--- config.mk ---
export PLATFORM = sky130hd
export DESIGN_NAME = led_driver_control_regs
export DESIGN_NICKNAME = d
export VERILOG_FILES = /design/src/ledctl_pkg.sv /design/src/ctrl_field_reg.sv /design/src/led_driver_control_regs.sv
export VERILOG_INCLUDE_DIRS = /design/src
export SDC_FILE = /design/constraint.sdc
export NUM_CORES = 1
export LEC_CHECK = 0
export BUFFER_PORTS_ARGS = -buffer_cell sky130_fd_sc_hd__buf_2
export CAP_MARGIN = 30
export CORE_ASPECT_RATIO = 0.5
export CORE_MARGIN = 8
export CORE_UTILIZATION = 53
export DETAILED_ROUTE_END_ITERATION = 7
export GPL_TIMING_DRIVEN = 0
export PLACE_DENSITY = 0.8
export SLEW_MARGIN = 10
export SYNTH_ARGS = -nofsm -noshare
export SYNTH_HDL_FRONTEND = slang
export SYNTH_SLANG_ARGS = --single-unit
--- constraint.sdc ---
create_clock -name clock -period 2.4 [get_ports clock]
set_input_delay 0.72 -clock clock [delete_from_list [all_inputs] [get_ports clock]]
set_output_delay 0.72 -clock clock [all_outputs]
set_load 0.05 [all_outputs]
--- src/ledctl_map.svh ---
// register offsets, field widths, reset values and bit positions of the control bank
`ifndef LEDCTL_MAP_SVH
`define LEDCTL_MAP_SVH

// ----------------------------------------------------------------------------
// offsets
// ----------------------------------------------------------------------------
`define LEDCTL_ADDR_STATUS3 8'h05
`define LEDCTL_ADDR_TW_LIMIT 8'h06
`define LEDCTL_ADDR_SLEEP 8'h07
`define LEDCTL_ADDR_CH1_CUR_LO 8'h08
`define LEDCTL_ADDR_CH1_CUR_HI 8'h09
`define LEDCTL_ADDR_CH2_CUR_LO 8'h0a
`define LEDCTL_ADDR_CH2_CUR_HI 8'h0b
`define LEDCTL_ADDR_DIM_DIV 8'h0c
`define LEDCTL_ADDR_CH1_DIM_LO 8'h0d
`define LEDCTL_ADDR_CH1_DIM_HI 8'h0e
`define LEDCTL_ADDR_CH2_DIM_LO 8'h0f
`define LEDCTL_ADDR_CH2_DIM_HI 8'h10
`define LEDCTL_ADDR_CH1_ON 8'h11
`define LEDCTL_ADDR_CH2_ON 8'h12
`define LEDCTL_REG_COUNT 13

// ----------------------------------------------------------------------------
// implemented field widths (bits above read as zero)
// ----------------------------------------------------------------------------
`define LEDCTL_W_TW_LIMIT 8
`define LEDCTL_W_SLEEP 2
`define LEDCTL_W_CUR_LO 2
`define LEDCTL_W_CUR_HI 8
`define LEDCTL_W_DIM_DIV 3
`define LEDCTL_W_DIM_LO 8
`define LEDCTL_W_DIM_HI 2
`define LEDCTL_W_ON 6

// ----------------------------------------------------------------------------
// reset values
// ----------------------------------------------------------------------------
`define LEDCTL_RST_TW_LIMIT 8'h8a
`define LEDCTL_RST_SLEEP 8'h00
`define LEDCTL_RST_CUR 8'h00
`define LEDCTL_RST_DIM_DIV 8'h04
`define LEDCTL_RST_DIM 8'h00
`define LEDCTL_RST_ON 8'h07

// ----------------------------------------------------------------------------
// status bit position of the thermal warning flag
// ----------------------------------------------------------------------------
`define LEDCTL_TW_BIT 3

`endif

--- src/ledctl_pkg.sv ---
// types shared by the led driver control register bank
package ledctl_pkg;

   typedef logic [7:0] byte_t;

   // sleep field commands; the two upper codes leave the state alone
   typedef enum logic [1:0] {
      SLEEP_EXIT = 2'b00,
      SLEEP_ENTER = 2'b01,
      SLEEP_HOLD_A = 2'b10,
      SLEEP_HOLD_B = 2'b11
   } sleep_cmd_e;

endpackage

--- src/ctrl_field_reg.sv ---
// one byte-wide control register holding a field of WIDTH low bits
`timescale 1ns/1ps

module ctrl_field_reg #(
   parameter int unsigned WIDTH = 8,
   parameter logic [7:0] ADDR = 8'h00,
   parameter logic [7:0] RESET = 8'h00
) (
   input wire logic clock,
   input wire logic sys_rst,
   input wire logic wr_en,
   input wire ledctl_pkg::byte_t addr,
   input wire ledctl_pkg::byte_t wdata,
   output ledctl_pkg::byte_t value
);
   import ledctl_pkg::*;

   // bits above the field are held at zero so they read back as zero
   localparam byte_t MASK = byte_t'((9'h001 << WIDTH) - 9'h001);

   // ----------------------------------------------------------------------------
   // storage
   // ----------------------------------------------------------------------------
   // only a write aimed at this offset touches the value
   always_ff @(posedge clock) begin
      if (sys_rst) begin
         value <= RESET & MASK;
      end else if (wr_en && (addr == ADDR)) begin
         value <= wdata & MASK;
      end
   end

endmodule // ctrl_field_reg

--- src/led_driver_control_regs.sv ---
// control register bank of a dual-channel buck led driver, with thermal warning flag
`timescale 1ns/1ps
`include "ledctl_map.svh"

module led_driver_control_regs (
   input wire logic clock,
   input wire logic sys_rst,
   input wire logic [7:0] reg_addr,
   input wire logic reg_wr_en,
   input wire logic reg_rd_en,
   input wire ledctl_pkg::byte_t reg_wdata,
   output ledctl_pkg::byte_t reg_rdata,
   input wire logic temp_valid,
   input wire logic [9:0] temp_adc,
   output logic thermal_warn_flag,
   output logic sleep_active,
   output logic [9:0] ch1_current_set_value,
   output logic [9:0] ch2_current_set_value,
   output logic [2:0] dimming_clock_divider,
   output logic [9:0] ch1_dim_width,
   output logic [9:0] ch2_dim_width,
   output logic [5:0] ch1_on_time,
   output logic [5:0] ch2_on_time
);
   import ledctl_pkg::*;

   // ----------------------------------------------------------------------------
   // register table: entry i sits at offset 0x06 + i
   // ----------------------------------------------------------------------------
   localparam int N = `LEDCTL_REG_COUNT;
   localparam byte_t ADDRS [N] = '{
      `LEDCTL_ADDR_TW_LIMIT, `LEDCTL_ADDR_SLEEP,
      `LEDCTL_ADDR_CH1_CUR_LO, `LEDCTL_ADDR_CH1_CUR_HI,
      `LEDCTL_ADDR_CH2_CUR_LO, `LEDCTL_ADDR_CH2_CUR_HI,
      `LEDCTL_ADDR_DIM_DIV,
      `LEDCTL_ADDR_CH1_DIM_LO, `LEDCTL_ADDR_CH1_DIM_HI,
      `LEDCTL_ADDR_CH2_DIM_LO, `LEDCTL_ADDR_CH2_DIM_HI,
      `LEDCTL_ADDR_CH1_ON, `LEDCTL_ADDR_CH2_ON
   };
   localparam int unsigned WIDTHS [N] = '{
      `LEDCTL_W_TW_LIMIT, `LEDCTL_W_SLEEP,
      `LEDCTL_W_CUR_LO, `LEDCTL_W_CUR_HI,
      `LEDCTL_W_CUR_LO, `LEDCTL_W_CUR_HI,
      `LEDCTL_W_DIM_DIV,
      `LEDCTL_W_DIM_LO, `LEDCTL_W_DIM_HI,
      `LEDCTL_W_DIM_LO, `LEDCTL_W_DIM_HI,
      `LEDCTL_W_ON, `LEDCTL_W_ON
   };
   localparam byte_t RESETS [N] = '{
      `LEDCTL_RST_TW_LIMIT, `LEDCTL_RST_SLEEP,
      `LEDCTL_RST_CUR, `LEDCTL_RST_CUR,
      `LEDCTL_RST_CUR, `LEDCTL_RST_CUR,
      `LEDCTL_RST_DIM_DIV,
      `LEDCTL_RST_DIM, `LEDCTL_RST_DIM,
      `LEDCTL_RST_DIM, `LEDCTL_RST_DIM,
      `LEDCTL_RST_ON, `LEDCTL_RST_ON
   };

   byte_t reg_value [N];
   byte_t next_rdata;
   logic tw_set;
   logic tw_clear;
   logic sleep_write;

   // ----------------------------------------------------------------------------
   // storage, one field register per offset
   // ----------------------------------------------------------------------------
   // a write lands only in the register whose offset matches, so the two halves
   // of a split value are independent and unshadowed
   for (genvar i = 0; i < N; i++) begin : g_reg
      ctrl_field_reg #(
         .WIDTH(WIDTHS[i]),
         .ADDR(ADDRS[i]),
         .RESET(RESETS[i])
      ) u_field (
         .clock(clock),
         .sys_rst(sys_rst),
         .wr_en(reg_wr_en),
         .addr(reg_addr),
         .wdata(reg_wdata),
         .value(reg_value[i])
      );
   end

   // ----------------------------------------------------------------------------
   // values presented to the analog and dimming logic
   // ----------------------------------------------------------------------------
   // current: high register carries bits 9:2, low register bits 1:0
   assign ch1_current_set_value = {reg_value[3], reg_value[2][1:0]};
   assign ch2_current_set_value = {reg_value[5], reg_value[4][1:0]};
   assign dimming_clock_divider = reg_value[6][2:0];
   // dimming width: low register bits 7:0, high register bits 9:8
   assign ch1_dim_width = {reg_value[8][1:0], reg_value[7]};
   assign ch2_dim_width = {reg_value[10][1:0], reg_value[9]};
   assign ch1_on_time = reg_value[11][5:0];
   assign ch2_on_time = reg_value[12][5:0];

   // ----------------------------------------------------------------------------
   // sleep state
   // ----------------------------------------------------------------------------
   assign sleep_write = reg_wr_en && (reg_addr == `LEDCTL_ADDR_SLEEP);

   // the field keeps what was written; the state moves only on the two live codes
   always_ff @(posedge clock) begin
      if (sys_rst) begin
         sleep_active <= 1'b0;
      end else if (sleep_write) begin
         unique case (sleep_cmd_e'(reg_wdata[1:0]))
            SLEEP_EXIT: sleep_active <= 1'b0;
            SLEEP_ENTER: sleep_active <= 1'b1;
            SLEEP_HOLD_A: sleep_active <= sleep_active;
            SLEEP_HOLD_B: sleep_active <= sleep_active;
         endcase
      end
   end

   // ----------------------------------------------------------------------------
   // thermal warning
   // ----------------------------------------------------------------------------
   // only the top byte of the conversion is compared, so the limit has 4-lsb steps
   assign tw_set = temp_valid && (temp_adc[9:2] > reg_value[0]);
   assign tw_clear = reg_rd_en && (reg_addr == `LEDCTL_ADDR_STATUS3);

   // sticky flag; a new over-limit sample beats a clearing read in the same cycle
   always_ff @(posedge clock) begin
      if (sys_rst) begin
         thermal_warn_flag <= 1'b0;
      end else if (tw_set) begin
         thermal_warn_flag <= 1'b1;
      end else if (tw_clear) begin
         thermal_warn_flag <= 1'b0;
      end
   end

   // ----------------------------------------------------------------------------
   // read path
   // ----------------------------------------------------------------------------
   // unmapped offsets answer zero; status shows only the flag this bank owns
   always_comb begin
      next_rdata = 8'h00;
      if (reg_addr == `LEDCTL_ADDR_STATUS3) begin
         next_rdata[`LEDCTL_TW_BIT] = thermal_warn_flag;
      end
      for (int k = 0; k < N; k++) begin
         if (reg_addr == ADDRS[k]) begin
            next_rdata = reg_value[k];
         end
      end
   end

   // read data held until the next read so the frame logic can shift it out
   always_ff @(posedge clock) begin
      if (sys_rst) begin
         reg_rdata <= 8'h00;
      end else if (reg_rd_en) begin
         reg_rdata <= next_rdata;
      end
   end

   // ----------------------------------------------------------------------------
   // assertions
   // ----------------------------------------------------------------------------
   property p_tw_sets;
      @(posedge clock) disable iff (sys_rst)
      (temp_valid && (temp_adc[9:2] > reg_value[0])) |=> thermal_warn_flag;
   endproperty
   a_tw_sets: assert property (p_tw_sets)
      else $error("thermal flag not set after over-limit sample");

   property p_tw_quiet;
      @(posedge clock) disable iff (sys_rst)
      (!thermal_warn_flag && !(temp_valid && (temp_adc[9:2] > reg_value[0])))
         |=> !thermal_warn_flag;
   endproperty
   a_tw_quiet: assert property (p_tw_quiet)
      else $error("thermal flag rose without an over-limit sample");

   property p_tw_read_clears;
      @(posedge clock) disable iff (sys_rst)
      (reg_rd_en && reg_addr == `LEDCTL_ADDR_STATUS3 && !tw_set)
         |=> !thermal_warn_flag && (reg_rdata[`LEDCTL_TW_BIT] == $past(thermal_warn_flag))
             && (reg_rdata[7:4] == 4'h0);
   endproperty
   a_tw_read_clears: assert property (p_tw_read_clears)
      else $error("status read did not report and clear the thermal flag");

   property p_limit_reset;
      @(posedge clock) disable iff (sys_rst)
      $fell(sys_rst) |-> (reg_value[0] == 8'h8a) && !sleep_active
         && (ch1_current_set_value == 10'h000) && (ch2_current_set_value == 10'h000);
   endproperty
   a_limit_reset: assert property (p_limit_reset)
      else $error("bank did not come out of reset with its reset values");

   property p_sleep_enter;
      @(posedge clock) disable iff (sys_rst)
      (sleep_write && reg_wdata[1:0] == 2'b01)
         |=> sleep_active ##1 (sleep_active || $past(sleep_write));
   endproperty
   a_sleep_enter: assert property (p_sleep_enter)
      else $error("sleep not entered after writing 01");

   property p_sleep_exit;
      @(posedge clock) disable iff (sys_rst)
      (sleep_write && reg_wdata[1:0] == 2'b00) |=> !sleep_active;
   endproperty
   a_sleep_exit: assert property (p_sleep_exit)
      else $error("sleep not left after writing 00");

   property p_sleep_hold;
      @(posedge clock) disable iff (sys_rst)
      (sleep_write && reg_wdata[1]) |=> $stable(sleep_active)
         && (reg_value[1] == {6'h00, $past(reg_wdata[1:0])});
   endproperty
   a_sleep_hold: assert property (p_sleep_hold)
      else $error("sleep state changed on a no-effect code");

   property p_cur_high_only;
      @(posedge clock) disable iff (sys_rst)
      (reg_wr_en && reg_addr == `LEDCTL_ADDR_CH1_CUR_HI)
         |=> (ch1_current_set_value[9:2] == $past(reg_wdata))
             && (ch1_current_set_value[1:0] == $past(ch1_current_set_value[1:0]));
   endproperty
   a_cur_high_only: assert property (p_cur_high_only)
      else $error("current high write did not land in bits 9:2 alone");

   property p_cur_low_reserved;
      @(posedge clock) disable iff (sys_rst)
      (reg_wr_en && reg_addr == `LEDCTL_ADDR_CH2_CUR_LO) ##1
         (reg_rd_en && !reg_wr_en && reg_addr == `LEDCTL_ADDR_CH2_CUR_LO)
         |=> reg_rdata == {6'h00, $past(reg_wdata[1:0], 2)};
   endproperty
   a_cur_low_reserved: assert property (p_cur_low_reserved)
      else $error("current low register read back wrong or with reserved bits");

   property p_limit_readback;
      @(posedge clock) disable iff (sys_rst)
      (reg_wr_en && reg_addr == `LEDCTL_ADDR_TW_LIMIT) ##1
         (reg_rd_en && !reg_wr_en && reg_addr == `LEDCTL_ADDR_TW_LIMIT)
         |=> reg_rdata == $past(reg_wdata, 2);
   endproperty
   a_limit_readback: assert property (p_limit_readback)
      else $error("thermal limit did not read back what was written");

   property p_divider;
      @(posedge clock) disable iff (sys_rst)
      (reg_wr_en && reg_addr == `LEDCTL_ADDR_DIM_DIV)
         |=> (dimming_clock_divider == $past(reg_wdata[2:0])) && (reg_value[6][7:3] == 5'h00);
   endproperty
   a_divider: assert property (p_divider)
      else $error("divider write not applied");

   property p_dim_width_high;
      @(posedge clock) disable iff (sys_rst)
      (reg_wr_en && reg_addr == `LEDCTL_ADDR_CH1_DIM_HI)
         |=> (ch1_dim_width[9:8] == $past(reg_wdata[1:0]))
             && (ch1_dim_width[7:0] == $past(ch1_dim_width[7:0]));
   endproperty
   a_dim_width_high: assert property (p_dim_width_high)
      else $error("dimming width high write misplaced");

   property p_dim_width_ch2;
      @(posedge clock) disable iff (sys_rst)
      (reg_wr_en && reg_addr == `LEDCTL_ADDR_CH2_DIM_LO)
         |=> ch2_dim_width[7:0] == $past(reg_wdata);
   endproperty
   a_dim_width_ch2: assert property (p_dim_width_ch2)
      else $error("channel 2 dimming width low write misplaced");

   property p_on_time;
      @(posedge clock) disable iff (sys_rst)
      (reg_wr_en && reg_addr == `LEDCTL_ADDR_CH2_ON) |=> ch2_on_time == $past(reg_wdata[5:0]);
   endproperty
   a_on_time: assert property (p_on_time)
      else $error("channel 2 on-time write not applied");

   property p_on_time_ch1;
      @(posedge clock) disable iff (sys_rst)
      (reg_wr_en && reg_addr == `LEDCTL_ADDR_CH1_ON) |=> ch1_on_time == $past(reg_wdata[5:0]);
   endproperty
   a_on_time_ch1: assert property (p_on_time_ch1)
      else $error("channel 1 on-time write not applied");

   property p_cur_low_only;
      @(posedge clock) disable iff (sys_rst)
      (reg_wr_en && reg_addr == `LEDCTL_ADDR_CH1_CUR_LO)
         |=> (ch1_current_set_value[1:0] == $past(reg_wdata[1:0]))
             && (ch1_current_set_value[9:2] == $past(ch1_current_set_value[9:2]));
   endproperty
   a_cur_low_only: assert property (p_cur_low_only)
      else $error("current low write did not land in bits 1:0 alone");

   property p_cur_ch2_high;
      @(posedge clock) disable iff (sys_rst)
      (reg_wr_en && reg_addr == `LEDCTL_ADDR_CH2_CUR_HI)
         |=> ch2_current_set_value[9:2] == $past(reg_wdata);
   endproperty
   a_cur_ch2_high: assert property (p_cur_ch2_high)
      else $error("channel 2 current high write misplaced");

   property p_dim_width_low;
      @(posedge clock) disable iff (sys_rst)
      (reg_wr_en && reg_addr == `LEDCTL_ADDR_CH1_DIM_LO)
         |=> (ch1_dim_width[7:0] == $past(reg_wdata))
             && (ch1_dim_width[9:8] == $past(ch1_dim_width[9:8]));
   endproperty
   a_dim_width_low: assert property (p_dim_width_low)
      else $error("channel 1 dimming width low write misplaced");

   property p_dim_ch2_high;
      @(posedge clock) disable iff (sys_rst)
      (reg_wr_en && reg_addr == `LEDCTL_ADDR_CH2_DIM_HI)
         |=> (ch2_dim_width[9:8] == $past(reg_wdata[1:0])) && (reg_value[10][7:2] == 6'h00);
   endproperty
   a_dim_ch2_high: assert property (p_dim_ch2_high)
      else $error("channel 2 dimming width high write misplaced");

   property p_rdata_holds;
      @(posedge clock) disable iff (sys_rst)
      !reg_rd_en |=> $stable(reg_rdata);
   endproperty
   a_rdata_holds: assert property (p_rdata_holds)
      else $error("read data changed without a read");

   property p_unmapped_zero;
      @(posedge clock) disable iff (sys_rst)
      (reg_rd_en && ((reg_addr < `LEDCTL_ADDR_STATUS3) || (reg_addr > `LEDCTL_ADDR_CH2_ON)))
         |=> reg_rdata == 8'h00;
   endproperty
   a_unmapped_zero: assert property (p_unmapped_zero)
      else $error("unmapped offset did not read as zero");

   property p_flag_holds;
      @(posedge clock) disable iff (sys_rst)
      (thermal_warn_flag && !(reg_rd_en && reg_addr == `LEDCTL_ADDR_STATUS3))
         |=> thermal_warn_flag;
   endproperty
   a_flag_holds: assert property (p_flag_holds)
      else $error("thermal flag dropped without a status read");

endmodule // led_driver_control_regs

* After elaboration in Yosys (flattened, before gate mapping)
Cells that the tools add are included.
** Cells by class
- Magnitude comparators :: 1
- Eq/ne operators :: 17
- Muxes and demuxes :: 17
- Bitwise logic cells :: 1
- Reduce and logical (&&, ||, !) cells :: 19
** Operators with widths (number)
- 8-bit 2-to-1 mux :: 13
- 8-bit by 4-bit equality test with 1-bit output, second input constant :: 8
- 8-bit by 3-bit equality test with 1-bit output, second input constant :: 3
- 8-bit by 5-bit equality test with 1-bit output, second input constant :: 3
- 1-bit logical AND :: 15
- 8-bit greater-than comparator :: 1
- 2-bit equality test, second input constant :: 2
- 1-bit 2-to-1 mux :: 3
- 2-bit by 1-bit equality test with 1-bit output, second input constant :: 1
- 2-bit zero test :: 1
- 1-bit case mux with 2 select lines :: 1
- 2-bit AND reduction :: 1
- 2-bit nonzero test :: 1
- 2-bit OR reduction :: 1
- 1-bit NOT :: 1
** Word-level totals
- Register bits :: 75
- Input port bits :: 31
- Output and inout port bits :: 65
- Logic and storage cells :: 71

* Logic depth before layout (Yosys ltp)
Gate-level depths: netlist of the first run.
- Depth in word-level cells :: 15
- Mapped depth :: 7
- Gate-level depth less buffers :: 7

* By module
Synthesis of the first run repeated with hierarchy kept, for this count alone.
** Unflattened totals
- Cell total of the unflattened synthesis :: 610
- Area, all modules :: 5532.8 um2
** Modules (own cells, without submodules)
- led_driver_control_regs :: instances 1, cells each 255, area each 1904.3 um2, sequential area each 200.2 um2
- ctrl_field_reg (g_reg[11].u_field ...) :: instances 2, cells each 31, area each 306.5 um2, sequential area each 120.1 um2
- ctrl_field_reg (g_reg[5].u_field) :: instances 1, cells each 36, area each 400.4 um2, sequential area each 160.2 um2
- ctrl_field_reg (g_reg[9].u_field) :: instances 1, cells each 36, area each 396.6 um2, sequential area each 160.2 um2
- ctrl_field_reg (g_reg[3].u_field) :: instances 1, cells each 37, area each 387.9 um2, sequential area each 160.2 um2
- ctrl_field_reg (g_reg[7].u_field) :: instances 1, cells each 36, area each 385.4 um2, sequential area each 160.2 um2
- ctrl_field_reg (g_reg[0].u_field) :: instances 1, cells each 37, area each 372.9 um2, sequential area each 160.2 um2
- ctrl_field_reg (g_reg[6].u_field) :: instances 1, cells each 21, area each 211.5 um2, sequential area each 60.1 um2
- ctrl_field_reg (g_reg[1].u_field) :: instances 1, cells each 18, area each 190.2 um2, sequential area each 40.0 um2
- ctrl_field_reg (g_reg[8].u_field) :: instances 1, cells each 18, area each 175.2 um2, sequential area each 40.0 um2
- ctrl_field_reg (g_reg[4].u_field) :: instances 1, cells each 18, area each 166.4 um2, sequential area each 40.0 um2
- ctrl_field_reg (g_reg[10].u_field) :: instances 1, cells each 18, area each 165.2 um2, sequential area each 40.0 um2
- ctrl_field_reg (g_reg[2].u_field) :: instances 1, cells each 18, area each 163.9 um2, sequential area each 40.0 um2

* Least setup slack after synthesis of the first run
OpenSTA, ideal clock, no wires.
- Path type :: input-to-reg
- Start point :: input reg_addr[5]
- End point :: register reg_rdata[5]
- Arrival time :: 2.184 ns
- Data required time :: 2.283 ns
- Path slack :: 0.099 ns
- Cell stages on the path :: 7
- Buffers on the path :: 2
- Path through :: or3_1 buf_6 or4_4 buf_6 nor2_2 nor2_1 a22o_1
** Between the ends
- Word-level cells in the longest chain between the ends :: 14
- Elaborated cells on any way between the ends :: 26
- Those cells by class :: 13 x eq/ne; 13 x mux
** RTL lines
- start: declaration :: line led_driver_control_regs.sv:8 : input wire logic [7:0] reg_addr,
- 8-bit by 3-bit equality test with 1-bit output :: line led_driver_control_regs.sv:145 : if (reg_addr == ADDRS[k]) begin
- 8-bit 2-to-1 mux (12 in a row) :: line led_driver_control_regs.sv:145
- 8-bit 2-to-1 mux * :: line led_driver_control_regs.sv:145
- end signal: assignment :: line led_driver_control_regs.sv:156 : reg_rdata <= next_rdata;
- end: declaration :: line led_driver_control_regs.sv:12 : output ledctl_pkg::byte_t reg_rdata,
Every way passes the cells marked *; elsewhere a longest branch is shown, timed or not.
A chain may end at the register's enable or synchronous reset.

* Worst setup path in the final report of the first run
- Start point :: input reg_addr[5]
- End point :: register sleep_active
** Between the ends
- Word-level cells in the longest chain between the ends :: 3
** RTL lines
- 8-bit by 3-bit equality test with 1-bit output
- 1-bit logical AND :: line led_driver_control_regs.sv:101 : assign sleep_write = reg_wr_en && (reg_addr == `LEDCTL_ADDR_SLEEP);
- 2-bit AND reduction (no line)
- end signal: assignment :: line led_driver_control_regs.sv:111 : SLEEP_HOLD_A: sleep_active <= sleep_active;
- end signal: assignment :: line led_driver_control_regs.sv:112 : SLEEP_HOLD_B: sleep_active <= sleep_active;
- end: declaration :: line led_driver_control_regs.sv:16 : output logic sleep_active,
No other way between the ends.

==> results.sh, run 1 <==
export IMPL_utilization=0.688
export IMPL_fin_crit_sh=0.948
export IMPL_cts_root_buffer="clkbuf_16"
export IMPL_wl_per_cell_um=21.0
export IMPL_crit_required_ns=2.61
export IMPL_cpMostUsedCell="or3_1"
export IMPL_ir_drop_mv=0.368
export IMPL_ys_ff_latch=75
export IMPL_place_gp_congestion=0.944
export IMPL_end_kind="flip-flop"
export IMPL_cts_buffer_depth=2
export IMPL_fmax_mhz=440
export IMPL_slew_headroom=0.499
export IMPL_critPathMaxStageDelay_ns=0.38
export IMPL_maxSlewViolCount=0
export IMPL_r2r_slack_ns=0.65
export IMPL_drt_iter0_markers=572
export IMPL_die_x_um=136
export IMPL_crit_end="sleep_active"
export IMPL_r2r_end="reg_rdata[0]"
export IMPL_drc=0
export IMPL_grt_pass1_wl_um=21500
export IMPL_synthArstFlopShare=0
export IMPL_maxCapViolations=0
export IMPL_antenna_found_initial=0
export IMPL_outcome="finished clean"
export IMPL_top_layer_used="met4"
export IMPL_cp_data_arrival_time_ns=2.49
export IMPL_grt_use_total=0.266
export IMPL_leakagePower_uw=0.00193
export IMPL_setup_viol=0
export IMPL_dp_cells=640
export IMPL_wl_met2_um=5780
export IMPL_synth_top_flop_cell="dfxtp_1"
export IMPL_clock_sinks=75
export IMPL_post_place_ws_ns=-0.375
export IMPL_setup_slack_ns=0.125
export IMPL_ant_nets=0
export IMPL_area_growth_pct=23.0
export IMPL_setup_worst_path_class="input pin to flip-flop"
export IMPL_dpl_cell_area_um2=4360
export IMPL_worst_slew_pin_slew_ns=0.751
export IMPL_finalCriticalPeriod_ns=2.28
export IMPL_hpwlAfterDp_um=10400
export IMPL_rr_worst_depth=5
export IMPL_antenna_cells=0
export IMPL_hold_path_startpoint="g_reg[0].u_field.value[6]"
export IMPL_wl_met3_um=1910
export IMPL_netlist_instances=461
export IMPL_path_cells="buf_2, or3_1, buf_6, or3_1, clkbuf_1, nor3_4, mux2i_1, nor2_1"
export IMPL_postLayoutCellArea_um2=4680
export IMPL_syn_mean_instance_area_um2=8.26
export IMPL_grt_max_degree=20
export IMPL_viasPerCell=6.14
export IMPL_p_per_area_nw_per_um2=594
export IMPL_fin_skew_ns=0.00501
export IMPL_yosysSeqAreaShare=0.394
export IMPL_cts_htree_levels=3
export IMPL_cp_max_fo=9
export IMPL_yosys_warnings=0
export IMPL_drive_gt1_frac=0.241
export IMPL_die_y_um=75.9
export IMPL_r2r_start="g_reg[6].u_field.value[0]"
export IMPL_port_buffers=87
export IMPL_dr_pass1_iters=5
export IMPL_gr_total_overflow=0
export IMPL_cts_made_buffers=9
export IMPL_vias=4029
export IMPL_grt_pass1_vias=3859
export IMPL_instances_no_fill=656
export IMPL_floorplan_initialDensity=0.559
export IMPL_synth_distinct_cells=59
export IMPL_synth_edf_count=0
export IMPL_die_area_um2=10300
export IMPL_cts_tree="done"
export IMPL_hold_viol=0
export IMPL_min_path_type="flip-flop to flip-flop"
export IMPL_io_pin_count=96
export IMPL_rows=21
export IMPL_wl_met1_um=5970
export IMPL_syn_cell_area_um2=3810
export IMPL_startpoint_type="input pin"
export IMPL_synthesis_nets=500
export IMPL_critPathSlowestCell="or3_1"
export IMPL_clkSlewWorstSetupHoldPaths_ns=0.06
export IMPL_drt_wl_total_um=13800
export IMPL_core_region_area_um2=6810
export IMPL_nNetsFinal=598
export IMPL_worst_skew_pair_late_latency_ns=0.34
export IMPL_cp_startpoint="reg_addr[5]"
export IMPL_grt_setup_unrepaired="false"
==> cells in the final DEF (no fill, tap or decap), types with 3 or more instances in the layout <==
cell type / count
nor2b_1: 4
o2bb2ai_1: 7
o21ai_0: 40
a21oi_1: 46
nand2_1: 56
nor2_2: 3
nor3_1: 4
nand3b_1: 6
nand4_1: 3
inv_1: 10
a22oi_1: 3
mux2i_1: 33
dfxtp_1: 75
ha_1: 8
buf_2: 94
a22o_1: 4
and3_1: 6
nand2b_1: 5
a221oi_1: 4
clkbuf_16: 9
nand3_1: 25
nor2_1: 34
clkbuf_1: 24
==> synthesized netlist by cell type, types with 3 or more instances <==
cell type	n	area, µm²
o21ai_0	40	200
nand2b_1	5	31.3
a22o_1	4	35.0
a21oi_1	46	230
o2bb2ai_1	7	61.3
buf_2	8	40.0
nor2_1	35	131
inv_1	10	37.5
nand3_1	25	125
a22oi_1	3	22.5
nor2b_1	4	25.0
mux2i_1	33	330
dfxtp_1	75	1500
nor3_2	3	30.0
a221oi_1	4	35.0
ha_1	8	100
nand4_1	3	18.8
and3_1	6	37.5
nand2_1	56	210
clkbuf_1	25	93.8
nor4_2	3	37.5
nor3_1	4	20.0
nand3b_1	6	45.0
==> state kept, by name, summed over array words and instances (netlist names) <==
signal             count
sleep_active           1
g.u_field.value       65
thermal_warn_flag      1
reg_rdata              8
==> timing repair <==
action,4_1_cts,5_1_grt
resized for setup,0,9
buffers inserted,0,1
setup endpoints to repair,8,39
pin swaps,0,2
hold buffers,0,0
==> stage by stage <==
step | hold WS, ns | setup TNS, ns | power [µW]
3_5_place_dp | 0.456 | -12.93 | 1510
6_report | 0.461 | 0 | 2780
3_3_place_gp | 0.450 | -13.61 | 1510
5_1_grt | 0.496 | 0 | 2860
4_1_cts | 0.464 | 0 | 2760
2_1_floorplan | 0.436 | 0 | 1420
==> cell families (layout without fill, tap and decap cells) <==
logic type               count (synthesis)  in the layout  synth area share
AO/OA/AOI/OAI                          125            125             0.199
adder cells (fa/ha/maj)                  8              8            0.0263
buffers and inverters                   49            152            0.0559
flip-flops                              75             75             0.394
multiplexers                            36             36            0.0986
AND/OR/NAND/NOR                        168            168             0.225
==> how the worst min path moves through the flow <==
stage	to	slack (ns)	cells past startpoint
final	g_reg[0].u_field.value[6]	0.46	2
after global routing	g_reg[0].u_field.value[6]	0.50	2
after CTS	g_reg[0].u_field.value[6]	0.46	2
after detailed placement	g_reg[0].u_field.value[6]	0.46	2
after global placement	g_reg[0].u_field.value[6]	0.45	2
after floorplan	g_reg[0].u_field.value[6]	0.44	2
==> layer usage <==
metal	global-route usage	vias up
met2	0.370	261
li1	-	1843
met1	0.368	1906
met5	0	-
met4	0.0642	0
met3	0.109	19
==> final cells by class <==
cell class / count / area (µm²)
buffer: 36 / 169
sequential: 75 / 1500
clock buffer: 12 / 256
fill: 595 / 2120
timing repair buffer: 88 / 455
multi-input combinational: 337 / 2120
inverter: 12 / 45.0
clock inverter: 4 / 25.0
tap: 92 / 115
==> worst max-delay path, delay by kind of cell <==
| kind | cells | cell delay, ns |
|---|---|---|
| mux | 1 | 0.21 |
| buf+inv | 3 | 0.50 |
| simple gates | 4 | 1.05 |
==> where the power goes <==
| group | switching, µW | internal, µW |
|---|---|---|
| Clock | 534 | 753 |
| Combinational | 178 | 65.4 |
| Sequential | 4.44 | 1250 |
Power figures use the tool's default switching activity.
==> run 2, diff against run 1 <==
--- a/config.mk
+++ b/config.mk
@@ -6,14 +6,16 @@
 export SDC_FILE = /design/constraint.sdc
 export NUM_CORES = 1
 export LEC_CHECK = 0
+export ABC_AREA = 1
 export BUFFER_PORTS_ARGS = -buffer_cell sky130_fd_sc_hd__buf_2
 export CAP_MARGIN = 30
 export CORE_ASPECT_RATIO = 0.5
 export CORE_MARGIN = 8
-export CORE_UTILIZATION = 53
+export CORE_UTILIZATION = 52
+export CTS_CLUSTER_DIAMETER = 200
 export DETAILED_ROUTE_END_ITERATION = 7
 export GPL_TIMING_DRIVEN = 0
-export PLACE_DENSITY = 0.8
+export PLACE_DENSITY = 0.79
 export SLEW_MARGIN = 10
 export SYNTH_ARGS = -nofsm -noshare
 export SYNTH_HDL_FRONTEND = slang
==> results.sh, run 2 <==
export IMPL_outcome="finished clean"
export IMPL_worst_slew_pin_slew_ns=0.654
export IMPL_ir_drop_mv=0.389
export IMPL_cp_data_arrival_time_ns=2.14
export IMPL_finalCriticalPeriod_ns=1.92
export IMPL_ys_top_cells_by_count="dfxtp_1, nand2_1, a21oi_1"
export IMPL_maxCapViolations=0
export IMPL_crit_required_ns=2.63
export IMPL_synthArstFlopShare=0
export IMPL_leakagePower_uw=0.00197
export IMPL_final_common_cell="buf_2"
export IMPL_largest_register_ffs=65
export IMPL_drt_iter0_markers=562
export IMPL_dp_cells=668
export IMPL_cts_made_buffers=9
export IMPL_setup_worst_path_class="input pin to flip-flop"
export IMPL_drt_wl_total_um=11700
export IMPL_drc=0
export IMPL_cts_hold_buf=0
export IMPL_synth_distinct_cells=30
export IMPL_end_kind="flip-flop"
export IMPL_viasPerCell=5.62
export IMPL_clock_sinks=75
export IMPL_reg_largest_list="g.u_field.value x65, reg_rdata x8"
export IMPL_min_path_type="flip-flop to flip-flop"
export IMPL_instances_no_fill=684
export IMPL_cp_max_fo=10
export IMPL_syn_cell_area_um2=3560
export IMPL_fmax_mhz=521
export IMPL_post_place_ws_ns=0.176
export IMPL_fin_setup_tns_ns=0
export IMPL_port_buffers=91
export IMPL_antenna_cells=0
export IMPL_final_cell_mix="buf_2, dfxtp_1, nand2_1"
export IMPL_place_gp_congestion=0.914
export IMPL_postCtsResizedCells=0
export IMPL_synth_area_top_cells="dfxtp_1, a21oi_1, o21ai_0, nand2_1, inv_1"
export IMPL_rows=21
export IMPL_regMostFlops="g.u_field.value"
export IMPL_fillCellCount=601
export IMPL_die_x_um=133
export IMPL_cts_tree="done"
export IMPL_synth_edf_count=0
export IMPL_area_growth_pct=23.9
export IMPL_gr_total_overflow=0
export IMPL_floorplan_initialDensity=0.536
export IMPL_cts_setup_buffers=0
export IMPL_worst_skew_pair_late_latency_ns=0.34
export IMPL_setup_slack_ns=0.482
export IMPL_antenna_found_initial=0
export IMPL_netlist_instances=485
export IMPL_synth_top_flop_cell="dfxtp_1"
export IMPL_vias=3842
export IMPL_setup_viol=0
export IMPL_ant_nets=0
export IMPL_grt_max_degree=13
export IMPL_core_region_area_um2=6650
export IMPL_die_y_um=74.5
export IMPL_ys_ff_latch=75
export IMPL_hold_viol=0
export IMPL_grt_use_total=0.237
export IMPL_yosysTopAreaCell="dfxtp_1"
export IMPL_slew_headroom=0.564
export IMPL_synthesis_nets=524
export IMPL_yosys_warnings=0
export IMPL_dr_pass1_iters=5
export IMPL_p_per_area_nw_per_um2=616
export IMPL_cts_root_buffer="clkbuf_16"
export IMPL_yosysSeqAreaShare=0.421
export IMPL_die_area_um2=9920
export IMPL_hpwlAfterDp_um=8740
export IMPL_nNetsFinal=626
export IMPL_grt_pass1_wl_um=18300
export IMPL_drive_gt1_frac=0.242
export IMPL_grt_setup_unrepaired="false"
export IMPL_maxSlewViolCount=0
export IMPL_cts_buffer_depth=2
export IMPL_syn_mean_instance_area_um2=7.34
export IMPL_fin_total_pwr_uw=2720
export IMPL_clkSlewWorstSetupHoldPaths_ns=0.06
export IMPL_grt_pass1_vias=3671
export IMPL_io_pin_count=96
export IMPL_yosysMostFrequentCell="dfxtp_1"
export IMPL_startpoint_type="input pin"
export IMPL_wl_per_cell_um=17.2
export IMPL_cts_htree_levels=3
export IMPL_synth_top_area_share=0.421
export IMPL_fin_skew_ns=0.00408
export IMPL_fin_crit_sh=0.799
run 2: cell types whose count changed after synthesis, sizes merged, moves of 6 or more:
cell     before  now
o211ai        2    8
a21oi        46   71
nand2        56   84
clkbuf       25   10
o21ai        41   60
nor2         38   32
mux2i        33    0
inv          10   69
and3          6    0
o2bb2ai       7    0
buf          12    6
run 2: final timing paths:
kind / start / end / slack, ns / depth (start not counted)
max reg2reg: g_reg[0].u_field.value[1] / thermal_warn_flag / 0.83 / 8
min reg2reg: g_reg[9].u_field.value[2] / g_reg[9].u_field.value[2] / 0.47 / 2
min: g_reg[9].u_field.value[2] / g_reg[9].u_field.value[2] / 0.47 / 2
max: reg_addr[7] / g_reg[3].u_field.value[5] / 0.48 / 10
run 2: cell type report:
class | count | area (µm²) | share of cell area
multi-input combinational | 323 | 1710 | 0.387
clock buffer | 12 | 256 | 0.0581
buffer | 16 | 86.3 | 0.0196
sequential | 75 | 1500 | 0.340
clock inverter | 4 | 25.0 | 0.00567
inverter | 71 | 267 | 0.0604
tap | 92 | 115 | 0.0261
timing repair buffer | 91 | 455 | 0.103
run 2: worst max-delay path, cell delays in order:
cell	delay (ns)
buf_2	0.10
inv_1	0.08
nand2_2	0.09
nor2_4	0.22
nand2_2	0.17
inv_1	0.18
nand2_2	0.13
buf_2	0.22
o21ai_0	0.17
a21oi_1	0.06
run 2: kinds of logic (layout without fill, tap and decap cells):
kind of cell / count (synthesis) / count (layout) / synth area share
buffers and inverters: 87 / 194 / 0.0991
flip-flops: 75 / 75 / 0.421
AND/OR/NAND/NOR: 160 / 160 / 0.214
adder cells (fa/ha/maj): 8 / 8 / 0.0281
AO/OA/AOI/OAI: 155 / 155 / 0.237
run 2: power by group:
part,internal [µW],switching (µW)
clock network,753,531
registers,1250,2.82
logic,47.5,135
total,2050,669
run 2: per-layer routing:
metal | vias up | track usage | share of wire
met3 | 24 | 0.0876 | 0.10
met2 | 189 | 0.371 | 0.44
met1 | 1791 | 0.289 | 0.44
met5 | - | 0 | 0
li1 | 1838 | - | -
met4 | 0 | 0.106 | 0.021
run 2: metrics by stage:
stage | utilization | instance area (µm²) | hold slack, ns
2_1_floorplan | - | 3560 | 0.446
3_3_place_gp | 0.622 | 4130 | 0.448
3_5_place_dp | 0.622 | 4130 | 0.452
4_1_cts | 0.664 | 4410 | 0.460
5_1_grt | 0.664 | 4410 | 0.480
6_report | 0.664 | 4410 | 0.465
==> run 3, diff against run 2 <==
==> constraint.sdc (replaced) <==
create_clock -name clock -period 1.8 [get_ports clock]
set_input_delay 0.54 -clock clock [delete_from_list [all_inputs] [get_ports clock]]
set_output_delay 0.54 -clock clock [all_outputs]
set_load 0.05 [all_outputs]
==> results.sh, run 3 (synthesis gave the netlist of run 2 again) <==
export IMPL_outcome="finished clean"
export IMPL_r2r_start="g_reg[0].u_field.value[1]"
export IMPL_drc=0
export IMPL_antenna_found_initial=0
export IMPL_area_growth_pct=25.1
export IMPL_maxCapViolations=0
export IMPL_die_y_um=74.5
export IMPL_hold_path_startpoint="g_reg[9].u_field.value[2]"
export IMPL_end_kind="flip-flop"
export IMPL_fin_skew_ns=0.00419
export IMPL_largest_register_ffs=65
export IMPL_die_area_um2=9920
export IMPL_leakagePower_uw=0.00199
export IMPL_r2r_slack_ns=0.24
export IMPL_io_pin_count=96
export IMPL_cp_startpoint="reg_addr[5]"
export IMPL_floorplan_initialDensity=0.536
export IMPL_grt_max_degree=13
export IMPL_drt_iter0_markers=476
export IMPL_grt_pass1_vias=3671
export IMPL_cp_num_buf_inv=4
export IMPL_cts_htree_levels=3
export IMPL_setup_worst_path_class="input pin to flip-flop"
export IMPL_antenna_cells=0
export IMPL_path_cells="buf_2, inv_1, nand2_1, nor2_4, buf_4, buf_6, nand3_1, o21ai_0, nor2_1, nand4_1, nor2_1, nand4_1, nand2_1, a21oi_1"
export IMPL_rows=21
export IMPL_regArea_um2=1500
export IMPL_maxSlewViolCount=0
export IMPL_cts_root_buffer="clkbuf_16"
export IMPL_post_place_ws_ns=-0.244
export IMPL_crit_required_ns=2.01
export IMPL_core_region_area_um2=6650
export IMPL_critPathMaxStageDelay_ns=0.15
export IMPL_ir_drop_mv=0.519
export IMPL_r2r_end="thermal_warn_flag"
export IMPL_grt_setup_unrepaired="true"
export IMPL_setup_viol=0
export IMPL_cts_tree="done"
export IMPL_slew_headroom=0.542
export IMPL_vias=3878
export IMPL_crit_cells=14
export IMPL_viasPerCell=5.64
export IMPL_final_common_cell="buf_2"
export IMPL_place_gp_congestion=0.914
export IMPL_clkSlewWorstSetupHoldPaths_ns=0.06
export IMPL_critPathSlowestCell="nor2_1"
export IMPL_hold_viol=0
export IMPL_multiInputGateArea_um2=1720
export IMPL_p_per_area_nw_per_um2=813
export IMPL_worst_slew_pin_slew_ns=0.687
export IMPL_drive_gt1_frac=0.250
export IMPL_grt_use_total=0.237
export IMPL_startpoint_type="input pin"
export IMPL_finalCriticalPeriod_ns=1.69
export IMPL_clock_sinks=75
export IMPL_crit_family="simple AND/OR/NAND/NOR gates"
export IMPL_final_cell_mix="buf_2, dfxtp_1, nand2_1"
export IMPL_cp_max_fo=10
export IMPL_nNetsFinal=630
export IMPL_crit_end="reg_rdata[1]"
export IMPL_drt_wl_total_um=11800
export IMPL_die_x_um=133
export IMPL_fin_total_pwr_uw=3620
export IMPL_grt_pass1_wl_um=18300
export IMPL_fin_crit_sh=0.940
export IMPL_fillCellCount=598
export IMPL_regMostFlops="g.u_field.value"
export IMPL_ant_nets=0
export IMPL_dr_pass1_iters=5
export IMPL_min_path_type="flip-flop to flip-flop"
export IMPL_utilization=0.670
export IMPL_cp_data_arrival_time_ns=1.90
export IMPL_gr_total_overflow=0
export IMPL_hpwlAfterDp_um=8740
export IMPL_setup_slack_ns=0.109
export IMPL_reg_largest_list="g.u_field.value x65, reg_rdata x8"
export IMPL_cts_made_buffers=9
export IMPL_fmax_mhz=591
export IMPL_cts_buffer_depth=2
export IMPL_worst_skew_pair_late_latency_ns=0.34
export IMPL_rr_worst_depth=8
export IMPL_wl_per_cell_um=17.1
export IMPL_port_buffers=91
## run 3: cell types whose count changed in the layout (fill, tap and decap cells not counted), sizes merged
| cell | change |
|---|---|
| buf | +4 |
## run 3: tightest hold or removal path, delay by kind of cell, from the launching register on
kind,cells,cell delay [ns]
buffers and inverters,1,0.05
flip-flops,1,0.32
AO/OA/AOI/OAI,1,0.05
## run 3: worst min-delay path by stage
stage	to	slack, ns	cells past startpoint
after floorplan	g_reg[1].u_field.value[0]	0.45	2
after global placement	g_reg[9].u_field.value[2]	0.45	2
after CTS	g_reg[9].u_field.value[2]	0.46	2
final	g_reg[9].u_field.value[2]	0.46	2
after detailed placement	g_reg[9].u_field.value[2]	0.45	2
after global routing	g_reg[1].u_field.value[0]	0.48	2
## run 3: layout make-up
class	instances	share of cell area
Buffer	16	0.0194
Clock buffer	12	0.0576
Clock inverter	4	0.00561
Inverter	71	0.0604
Multi-Input combinational cell	323	0.385
Sequential cell	75	0.337
Tap cell	92	0.0258
Timing Repair Buffer	95	0.109
## run 3: metal layers
layer / up-vias / global-route usage / share of wire
met5: - / 0 / 0
met4: 0 / 0.106 / 0.025
met3: 31 / 0.0876 / 0.10
met2: 201 / 0.371 / 0.44
met1: 1805 / 0.289 / 0.43
li1: 1841 / - / -
## run 3: repair_timing
item,in CTS,in global routing
hold buffers,0,0
buffers inserted,0,4
setup endpoints to repair,0,6
resized for setup,0,4
endpoints found under the hold margin,0,0
## run 3: per-stage QoR
stage / TNS [ns] / hold slack (ns) / area, µm² / std cells
3_5_place_dp: -6.78 / 0.452 / 4130 / 668
2_1_floorplan: 0 / 0.446 / 3560 / 485
5_1_grt: -0.0407 / 0.484 / 4460 / 688
4_1_cts: 0 / 0.460 / 4410 / 684
6_report: 0 / 0.463 / 4460 / 688
3_3_place_gp: -5.62 / 0.448 / 4130 / 668
## run 3: report_power, final
part           leakage, µW  total, µW  switching [µW]  internal, µW
clock             0.000135       1710             707          1000
combinational      0.00125        245             181          64.3
sequential        0.000605       1670            3.85          1670
